`src/rtl/tmtc_pkg.sv`:
```
package tmtc_pkg;
    // ---------------------------------------------------------------
    // register bus geometry
    // ---------------------------------------------------------------
    localparam int ADDR_W = 8;
    localparam int DATA_W = 8;

    // ---------------------------------------------------------------
    // configuration register offsets
    // ---------------------------------------------------------------
    localparam logic [7:0] OFS_TAP_WINDOW = 8'h1F;
    localparam logic [7:0] OFS_TOTAL_TIME = 8'h2F;
    localparam logic [7:0] OFS_LATENCY = 8'h30;
    localparam logic [7:0] OFS_SELF_TEST = 8'h3A;
    localparam logic [7:0] OFS_MAIN_CTRL = 8'h1B;
    localparam logic [7:0] OFS_WAKE_THR = 8'h5A;
    localparam logic [7:0] OFS_TILT_ANGLE = 8'h5C;
    localparam logic [7:0] OFS_HYST = 8'h5F;

    // ---------------------------------------------------------------
    // reset values
    // ---------------------------------------------------------------
    localparam logic [7:0] RST_TAP_WINDOW = 8'hA0;
    localparam logic [7:0] RST_TOTAL_TIME = 8'h24;
    localparam logic [7:0] RST_LATENCY = 8'h28;
    localparam logic [7:0] RST_SELF_TEST = 8'h00;
    localparam logic [7:0] RST_MAIN_CTRL = 8'h00;
    localparam logic [7:0] RST_WAKE_THR = 8'h08;
    localparam logic [7:0] RST_TILT_ANGLE = 8'h0C;
    localparam logic [7:0] RST_HYST = 8'h14;
    localparam logic [7:0] READ_UNMAPPED = 8'h00;

    // ---------------------------------------------------------------
    // fields and codes
    // ---------------------------------------------------------------
    localparam int OPERATE_BIT = 7;
    localparam int HYST_MSB = 4;
    localparam logic [4:0] HYST_MASK = 5'h1F;
    localparam logic [7:0] SELF_TEST_ON = 8'hCA;
    localparam logic [7:0] SELF_TEST_OFF = 8'h00;
    localparam logic [11:0] SELF_TEST_OFFSET = 12'h040;
    localparam logic [11:0] ZERO12 = 12'h000;

    // ---------------------------------------------------------------
    // controller registers (software port)
    // ---------------------------------------------------------------
    localparam logic [3:0] C_ADDR = 4'h0;
    localparam logic [3:0] C_WDATA = 4'h1;
    localparam logic [3:0] C_CMD = 4'h2;
    localparam logic [3:0] C_RDATA = 4'h3;
    localparam logic [3:0] C_STATUS = 4'h4;
    localparam logic [3:0] C_IRQ_CLR = 4'h5;
    localparam logic [3:0] C_IRQ_EN = 4'h6;
    localparam int CMD_WRITE = 0;
    localparam int CMD_READ = 1;
    localparam int CMD_RMW_HYST = 2;
    localparam int EV_DONE = 0;
    localparam int EV_REFUSED = 1;
    localparam int N_EV = 2;

    typedef enum logic [1:0] {
        TMTC_IDLE,
        TMTC_READ,
        TMTC_RMW_WR,
        TMTC_WRITE
    } tmtc_state_e;
endpackage

```
`src/rtl/tmtc_if.sv`:
```
`timescale 1ns/10ps
interface tmtc_if;
    logic wr;
    logic rd;
    logic [7:0] addr;
    logic [7:0] wdata;
    logic [7:0] rdata;

    modport dev (
        input wr,
        input rd,
        input addr,
        input wdata,
        output rdata
    );
    modport host (
        output wr,
        output rd,
        output addr,
        output wdata,
        input rdata
    );
endinterface // tmtc_if

```
`src/rtl/tmtc_host.sv`:
```
// Implementation choice: the strobed register port.
`timescale 1ns/10ps
// Contract
// - timer counts are sample_rate periods
// - total time caps double tap above-threshold time
// - latency bounds counted above-threshold samples
// - single tap reported at window end
// - window spans whole tap event
// - host should set window near 0.4 s
// - code CA enables self-test, 00 restores
// - self-test offsets all three axes
// - wake threshold resets to 0x08
// - tilt angle resets to 0x0C
// - host keeps tilt angle above 10 degrees
// - five-bit hysteresis field, default 0x14
// - host preserves reserved hysteresis bits
// - host clears operate_bit before changes
// - orientation changes reported by engine
// - jerk_index is summed absolute differences
// - tap length between duration limits
module tmtc_host (
    input wire logic clk_i,
    input wire logic rst_n_i,
    input wire logic [3:0] sw_addr_i,
    input wire logic [7:0] sw_wdata_i,
    input wire logic sw_wr_i,
    input wire logic sw_rd_i,
    output logic [7:0] sw_rdata_o,
    output logic irq_o,
    tmtc_if.host bus
);
    import tmtc_pkg::*;

    logic [7:0] tgt_addr;
    logic [7:0] tgt_wdata;
    logic [7:0] rd_result;
    logic [N_EV-1:0] status;
    logic [N_EV-1:0] irq_en;
    logic [N_EV-1:0] ev;
    logic operate_shadow;
    tmtc_state_e state;
    logic cmd_wr;
    logic busy;
    logic refuse;
    logic rmw;
    logic rd_valid;

    assign cmd_wr = sw_wr_i && (sw_addr_i == C_CMD);
    // busy spans the whole command, so software polls it instead of counting cycles
    // a command written while busy is ignored
    assign busy = (state != TMTC_IDLE);

    // ---------------------------------------------------------------
    // software registers
    // ---------------------------------------------------------------
    always_ff @(posedge clk_i or negedge rst_n_i) begin
        if (!rst_n_i) begin
            tgt_addr <= 8'h00;
            tgt_wdata <= 8'h00;
            irq_en <= '0;
        end else if (sw_wr_i) begin
            if (sw_addr_i == C_ADDR) begin
                tgt_addr <= sw_wdata_i;
            end
            if (sw_addr_i == C_WDATA) begin
                tgt_wdata <= sw_wdata_i;
            end
            if (sw_addr_i == C_IRQ_EN) begin
                irq_en <= sw_wdata_i[N_EV-1:0];
            end
        end
    end

    always_ff @(posedge clk_i or negedge rst_n_i) begin
        if (!rst_n_i) begin
            sw_rdata_o <= 8'h00;
        end else if (sw_rd_i) begin
            case (sw_addr_i)
                C_ADDR: sw_rdata_o <= tgt_addr;
                C_WDATA: sw_rdata_o <= tgt_wdata;
                C_RDATA: sw_rdata_o <= rd_result;
                C_STATUS: sw_rdata_o <= {5'h00, busy, status};
                C_IRQ_EN: sw_rdata_o <= {6'h00, irq_en};
                // the clear register is write-only and reads as zero
                default: sw_rdata_o <= 8'h00;
            endcase
        end
    end

    // ---------------------------------------------------------------
    // command sequencer
    // ---------------------------------------------------------------
    // refuse config writes while operate_bit is set
    // a hysteresis update always writes its own register, whatever the target address holds
    assign refuse = operate_shadow && !sw_wdata_i[CMD_READ]
        && (sw_wdata_i[CMD_RMW_HYST] || (tgt_addr != OFS_MAIN_CTRL));

    always_ff @(posedge clk_i or negedge rst_n_i) begin
        if (!rst_n_i) begin
            state <= TMTC_IDLE;
        end else begin
            case (state)
                TMTC_IDLE: begin
                    if (cmd_wr && !refuse) begin
                        if (sw_wdata_i[CMD_READ]) state <= TMTC_READ;
                        else if (sw_wdata_i[CMD_RMW_HYST]) state <= TMTC_READ;
                        else if (sw_wdata_i[CMD_WRITE]) state <= TMTC_WRITE;
                    end
                end
                // read data stand from the cycle after the strobe, so wait for them
                TMTC_READ: begin
                    if (rd_valid) begin
                        state <= rmw ? TMTC_RMW_WR : TMTC_IDLE;
                    end
                end
                TMTC_RMW_WR: state <= TMTC_IDLE;
                TMTC_WRITE: state <= TMTC_IDLE;
                default: state <= TMTC_IDLE;
            endcase
        end
    end

    // ---------------------------------------------------------------
    // read data wait
    // ---------------------------------------------------------------
    // rd_valid marks the first cycle in which the device read data stand
    always_ff @(posedge clk_i or negedge rst_n_i) begin
        if (!rst_n_i) begin
            rd_valid <= 1'b0;
        end else begin
            rd_valid <= (state == TMTC_READ) && !rd_valid;
        end
    end

    always_ff @(posedge clk_i or negedge rst_n_i) begin
        if (!rst_n_i) begin
            rmw <= 1'b0;
        end else if (state == TMTC_IDLE && cmd_wr) begin
            rmw <= sw_wdata_i[CMD_RMW_HYST] && !sw_wdata_i[CMD_READ];
        end
    end

    // bus strobes: one cycle each
    // address and data stay put between strobes, so the device sees no stray change
    always_ff @(posedge clk_i or negedge rst_n_i) begin
        if (!rst_n_i) begin
            bus.wr <= 1'b0;
            bus.rd <= 1'b0;
            bus.addr <= 8'h00;
            bus.wdata <= 8'h00;
        end else begin
            bus.wr <= 1'b0;
            bus.rd <= 1'b0;
            if (state == TMTC_IDLE && cmd_wr && !refuse) begin
                bus.addr <= sw_wdata_i[CMD_RMW_HYST] && !sw_wdata_i[CMD_READ] ? OFS_HYST : tgt_addr;
                bus.rd <= sw_wdata_i[CMD_READ] || sw_wdata_i[CMD_RMW_HYST];
                bus.wr <= !sw_wdata_i[CMD_READ] && !sw_wdata_i[CMD_RMW_HYST] && sw_wdata_i[CMD_WRITE];
                bus.wdata <= tgt_wdata;
            end else if (state == TMTC_READ && rd_valid && rmw) begin
                // keep reserved upper bits, replace the field
                bus.wr <= 1'b1;
                bus.wdata <= {bus.rdata[7:HYST_MSB+1], tgt_wdata[HYST_MSB:0]};
            end
        end
    end

    always_ff @(posedge clk_i or negedge rst_n_i) begin
        if (!rst_n_i) begin
            rd_result <= 8'h00;
        end else if (state == TMTC_READ && rd_valid) begin
            rd_result <= bus.rdata;
        end
    end

    // the device does not refuse writes itself, so the operate level is tracked from our own writes
    always_ff @(posedge clk_i or negedge rst_n_i) begin
        if (!rst_n_i) begin
            operate_shadow <= 1'b0;
        end else if (bus.wr && bus.addr == OFS_MAIN_CTRL) begin
            operate_shadow <= bus.wdata[OPERATE_BIT];
        end
    end

    // ---------------------------------------------------------------
    // interrupts: set wins over clear
    // ---------------------------------------------------------------
    assign ev[EV_DONE] = (state == TMTC_WRITE) || (state == TMTC_RMW_WR) || (state == TMTC_READ && rd_valid && !rmw);
    assign ev[EV_REFUSED] = (state == TMTC_IDLE) && cmd_wr && refuse;

    genvar g;
    generate
        for (g = 0; g < N_EV; g++) begin : g_ev
            always_ff @(posedge clk_i or negedge rst_n_i) begin
                if (!rst_n_i) begin
                    status[g] <= 1'b0;
                end else if (ev[g]) begin
                    status[g] <= 1'b1;
                end else if (sw_wr_i && sw_addr_i == C_IRQ_CLR && sw_wdata_i[g]) begin
                    status[g] <= 1'b0;
                end
            end
        end
    endgenerate

    // level output: stays high while any pending event is enabled, until software clears or disables it
    assign irq_o = |(status & irq_en);
endmodule // tmtc_host

```
`src/flat_wrapper.sv`:
```
// flat-port wrapper written by rule: the top's interface ports become plain ports
module tmtc_host_flat import tmtc_pkg::*;
  (clk_i, rst_n_i, sw_addr_i, sw_wdata_i, sw_wr_i, sw_rd_i, sw_rdata_o, irq_o, bus_wr, bus_rd, bus_addr, bus_wdata, bus_rdata);
  tmtc_if bus_i ();
  input wire logic clk_i;
  input wire logic rst_n_i;
  input wire logic [3:0] sw_addr_i;
  input wire logic [7:0] sw_wdata_i;
  input wire logic sw_wr_i;
  input wire logic sw_rd_i;
  output logic [7:0] sw_rdata_o;
  output logic irq_o;
  output wire logic [$bits(bus_i.wr)-1:0] bus_wr;
  output wire logic [$bits(bus_i.rd)-1:0] bus_rd;
  output wire logic [$bits(bus_i.addr)-1:0] bus_addr;
  output wire logic [$bits(bus_i.wdata)-1:0] bus_wdata;
  input wire logic [$bits(bus_i.rdata)-1:0] bus_rdata;
  assign bus_wr = bus_i.wr;
  assign bus_rd = bus_i.rd;
  assign bus_addr = bus_i.addr;
  assign bus_wdata = bus_i.wdata;
  assign bus_i.rdata = bus_rdata;
  tmtc_host u_core (.clk_i(clk_i), .rst_n_i(rst_n_i), .sw_addr_i(sw_addr_i), .sw_wdata_i(sw_wdata_i), .sw_wr_i(sw_wr_i), .sw_rd_i(sw_rd_i), .sw_rdata_o(sw_rdata_o), .irq_o(irq_o), .bus(bus_i));
endmodule
```
`config.mk`:
```
export PLATFORM = sky130hd
export DESIGN_NAME = tmtc_host_flat
export DESIGN_NICKNAME = d
export VERILOG_FILES = /design/src/rtl/tmtc_pkg.sv /design/src/rtl/tmtc_if.sv /design/src/rtl/tmtc_host.sv /design/src/flat_wrapper.sv
export SDC_FILE = /design/constraint.sdc
export NUM_CORES = 1
export LEC_CHECK = 0
export BUFFER_PORTS_ARGS = -buffer_cell sky130_fd_sc_hd__buf_2
export CORE_MARGIN = 2
export CORE_UTILIZATION = 45
export DETAILED_ROUTE_END_ITERATION = 7
export PLACE_DENSITY = 0.67
export SYNTH_ARGS = -nofsm -noshare
export SYNTH_HDL_FRONTEND = slang
export SYNTH_SLANG_ARGS = --single-unit
```
`constraint.sdc`:
```
create_clock -name clk_i -period 3.15 [get_ports clk_i]
set_input_delay 0.1575 -clock clk_i [delete_from_list [all_inputs] [get_ports clk_i]]
set_output_delay 0.1575 -clock clk_i [all_outputs]
set_load 0.005 [all_outputs]
```
==> metrics.md <==
| Metric | Value |
|---|---|
| Final period util | `67.9%` |
| Max FO, Critical Path | `16` |
| Critical path class | `flop to flop` |
| Layout cells sized above 1 | `36.4%` |
| Area leader, netlist | `dfrtp_1` |
| Vias in the first global route | `1905` |
| Die Span Y | `81.5 µm` |
| Mapped Area | `2700 µm²` |
| Async S/R FF share, synth | `100%` |
| Worst vdd ir | `0.338 mV` |
| Post-Syn Instances | `227` |
| Post-synth top flop | `dfrtp_1` |
| Worst skew pair latency | `330 ps` |
| Drt pass-1 iters | `4` |
| CP top delay family | `simple AND/OR/NAND/NOR gates` |
| CTS Buf Count | `9` |
| Leakage power | `1.49 nW` |
| Routed WL | `5950 µm` |
| Power Dens Cells | `666 nW/µm²` |
| CP Data Required Time | `3370 ps` |
| Bufs on Longest Clock Path | `2` |
| # IOs | `51` |
| CTS HTree Levels | `3` |
| Crit-path cells | `nor2_1, nand4_1, o21ai_4, mux2_2` |
| Final nets | `303` |
| Setup Viol. Count Final | `0` |
| Worst hold path type | `input pin to flop` |
| Top cells by count, synth | `dfrtp_1, mux2_2, nor2_1` |
| Post-DP HPWL | `4310 µm` |
| Max-Cap Viols | `0` |
| Most numerous cell in the Yosys netlist | `dfrtp_1` |
| Count of cell types in the netlist | `40` |
| Row cnt | `28` |
| 1st-iter DRT viols | `222` |
| DRC violations left | `0` |
| Mean Syn Cell Area | `11.9 µm²` |
| Congestion Overflow GR | `0` |
| Area grow syn2layout | `18.3%` |
| Register bit total from synthesis | `59` |
| Worst path slowest cell | `nand4_1` |
| Synth warn | `0` |
| Yosys top cell area share | `54.7%` |
| Vias per cell | `5.52` |
| Status | `finished, final reports clean` |
| Initial core utilization | `46.2%` |
| Setup TNS | `0 ps` |
| Mapped Nets | `251` |
| First-pass GRT wire length | `9670 µm` |
| Max incr delay on CP | `570 ps` |
| Routed length per placed instance | `16.6 µm` |
| Cell Area, Placed | `3010 µm²` |
| CTS root buffer | `clkbuf_8` |
| CP endpoint kind | `flop` |
| Post-synth EDFFs | `0` |
| Relative slew margins | `56.7%` |
| Slew @ Worst Pin | `648 ps` |
| Startpoint Class | `flop` |
| Post-CTS Setup Inserts | `0` |
| Max Clk Rate | `468 MHz` |
| Chip Width | `81.5 µm` |
| Clk_skew | `6.26 ps` |
| Synth area leaders | `dfrtp_1, mux2_2, mux2i_1, nor3_1, o22ai_1` |
| Number of port buffers | `50` |
| Post-synthesis sequential area ratio | `54.7%` |
| CTS tree | `built` |
| Crit path DAT | `2350 ps` |
| Clock sink total | `59` |
| Routability Congestion | `0.839` |
| GRT Total Usage | `19.9%` |
| Fin crit period | `2140 ps` |
| DR vias | `1975` |
| Clock Pin Slew Worst Setup and Hold Paths | `70 ps` |
| RSZ-0062 raised after global routing | `false` |
| Final Cell Area | `3190 µm²` |
| Fin. max-slew vios | `0` |
| CP Buf/Inv Count | `0` |
| Post-route ant nets | `0` |
| Fin. Hold Viols | `0` |
| Pin count of the biggest net entering global routing | `39` |
| Core box area | `5850 µm²` |
| Die area | `6640 µm²` |
| Initial antenna violation count | `0` |
| ANT cells | `0` |
[worst paths after layout]
path,to,startpoint,depth (start not counted),slack [ps]
worst min-delay path,u_core.rd_result[2],bus_rdata[2],2,60
worst max-delay path,u_core.bus.wdata[2],u_core.state[0],4,1010
max in group asynchronous,u_core.status[0],rst_n_i,3,1930
worst max register to register,u_core.bus.wdata[2],u_core.state[0],4,1010
min in group asynchronous,u_core.bus.addr[7],rst_n_i,2,340
worst min register to register,u_core.rd_valid,u_core.rd_valid,1,500
[registers in the layout, indices dropped and copies added, names as in the netlist, 2 cells and up]
| register | count |
|---|---|
| u_core.state | 2 |
| u_core.bus.wdata | 8 |
| u_core.irq_en | 2 |
| u_core.tgt_wdata | 8 |
| u_core.rd_result | 8 |
| u_core.tgt_addr | 8 |
| u_core.bus.addr | 8 |
| u_core.status | 2 |
| u_core.sw_rdata_o | 8 |
[worst register-to-register path, cell delays in order (launching register included)]
cell and delay (ps):
dfrtp_1 400, nor2_1 230, nand4_1 570, o21ai_4 450, mux2_2 370
[metrics by stage]
step                      instances  util [%]  setup WS, ps  hold slack [ps]  total power, mW
after global routing            358      54.6           833             34.3             2.25
after detailed placement        342      51.4          1000              156             1.51
after global placement          342      51.4          1040              155             1.50
final                           358      54.6          1010             55.9             2.13
after floorplan                 227         -          1370             -138             1.32
after CTS                       358      54.6          1040             45.2             2.15
[report_power, final]
part,switching [mW],internal [mW],leakage [nW]
Sequential,0.139,0.946,0.738
Clock,0.290,0.343,0.0953
Combinational,0.170,0.240,0.658
Total,0.599,1.53,1.49
[layout make-up]
type / count / area [µm²]
fillers: 541 / 2660
flip-flops and latches: 59 / 1480
multi-input cells: 146 / 1140
repair buffers: 52 / 268
clock buffers: 13 / 169
well taps: 75 / 93.8
inverters: 11 / 41.3
clock inverters: 2 / 10.0
[kinds of logic (layout without fill, tap and decap cells)]
kind of cell | count (synthesis) | in the layout | synth area share [%]
AND/OR/NAND/NOR | 63 | 63 | 13.5
flip-flops | 59 | 59 | 54.7
AO/OA/AOI/OAI | 42 | 42 | 11.8
multiplexers | 41 | 41 | 16.7
buffers and inverters | 22 | 78 | 3.24
[cell usage in the layout, fill, tap and decap left out, drive strengths merged, types with 3 or more instances in the layout]
cell     count
nand2b       5
a21oi        3
or3b         3
nor3        11
a22oi        5
a31oi        5
dfrtp       59
mux2i        8
o21ai        9
and3         3
nor3b        3
a2bb2oi      3
inv         11
nor4bb       3
nor2b        5
nor2        12
mux2        33
nand2        8
clkbuf      13
buf         51
o22ai        8
[what timing repair did]
| action | in CTS | in global routing |
|---|---|---|
| gates resized for setup | 0 | 0 |
| endpoints found under the hold margin | 21 | 0 |
| hold buffers | 1 | 0 |
| endpoints found under the setup margin | 0 | 0 |
[per-layer routing]
metal | part of all wire, % | up-vias | track usage, %
met1 | 48 | 971 | 28.5
met5 | 0 | - | 0
met4 | 2.5 | 0 | 9.15
met3 | 4.7 | 12 | 5.71
met2 | 45 | 50 | 28.0
li1 | - | 942 | -
Power figures use the tool's default switching activity.
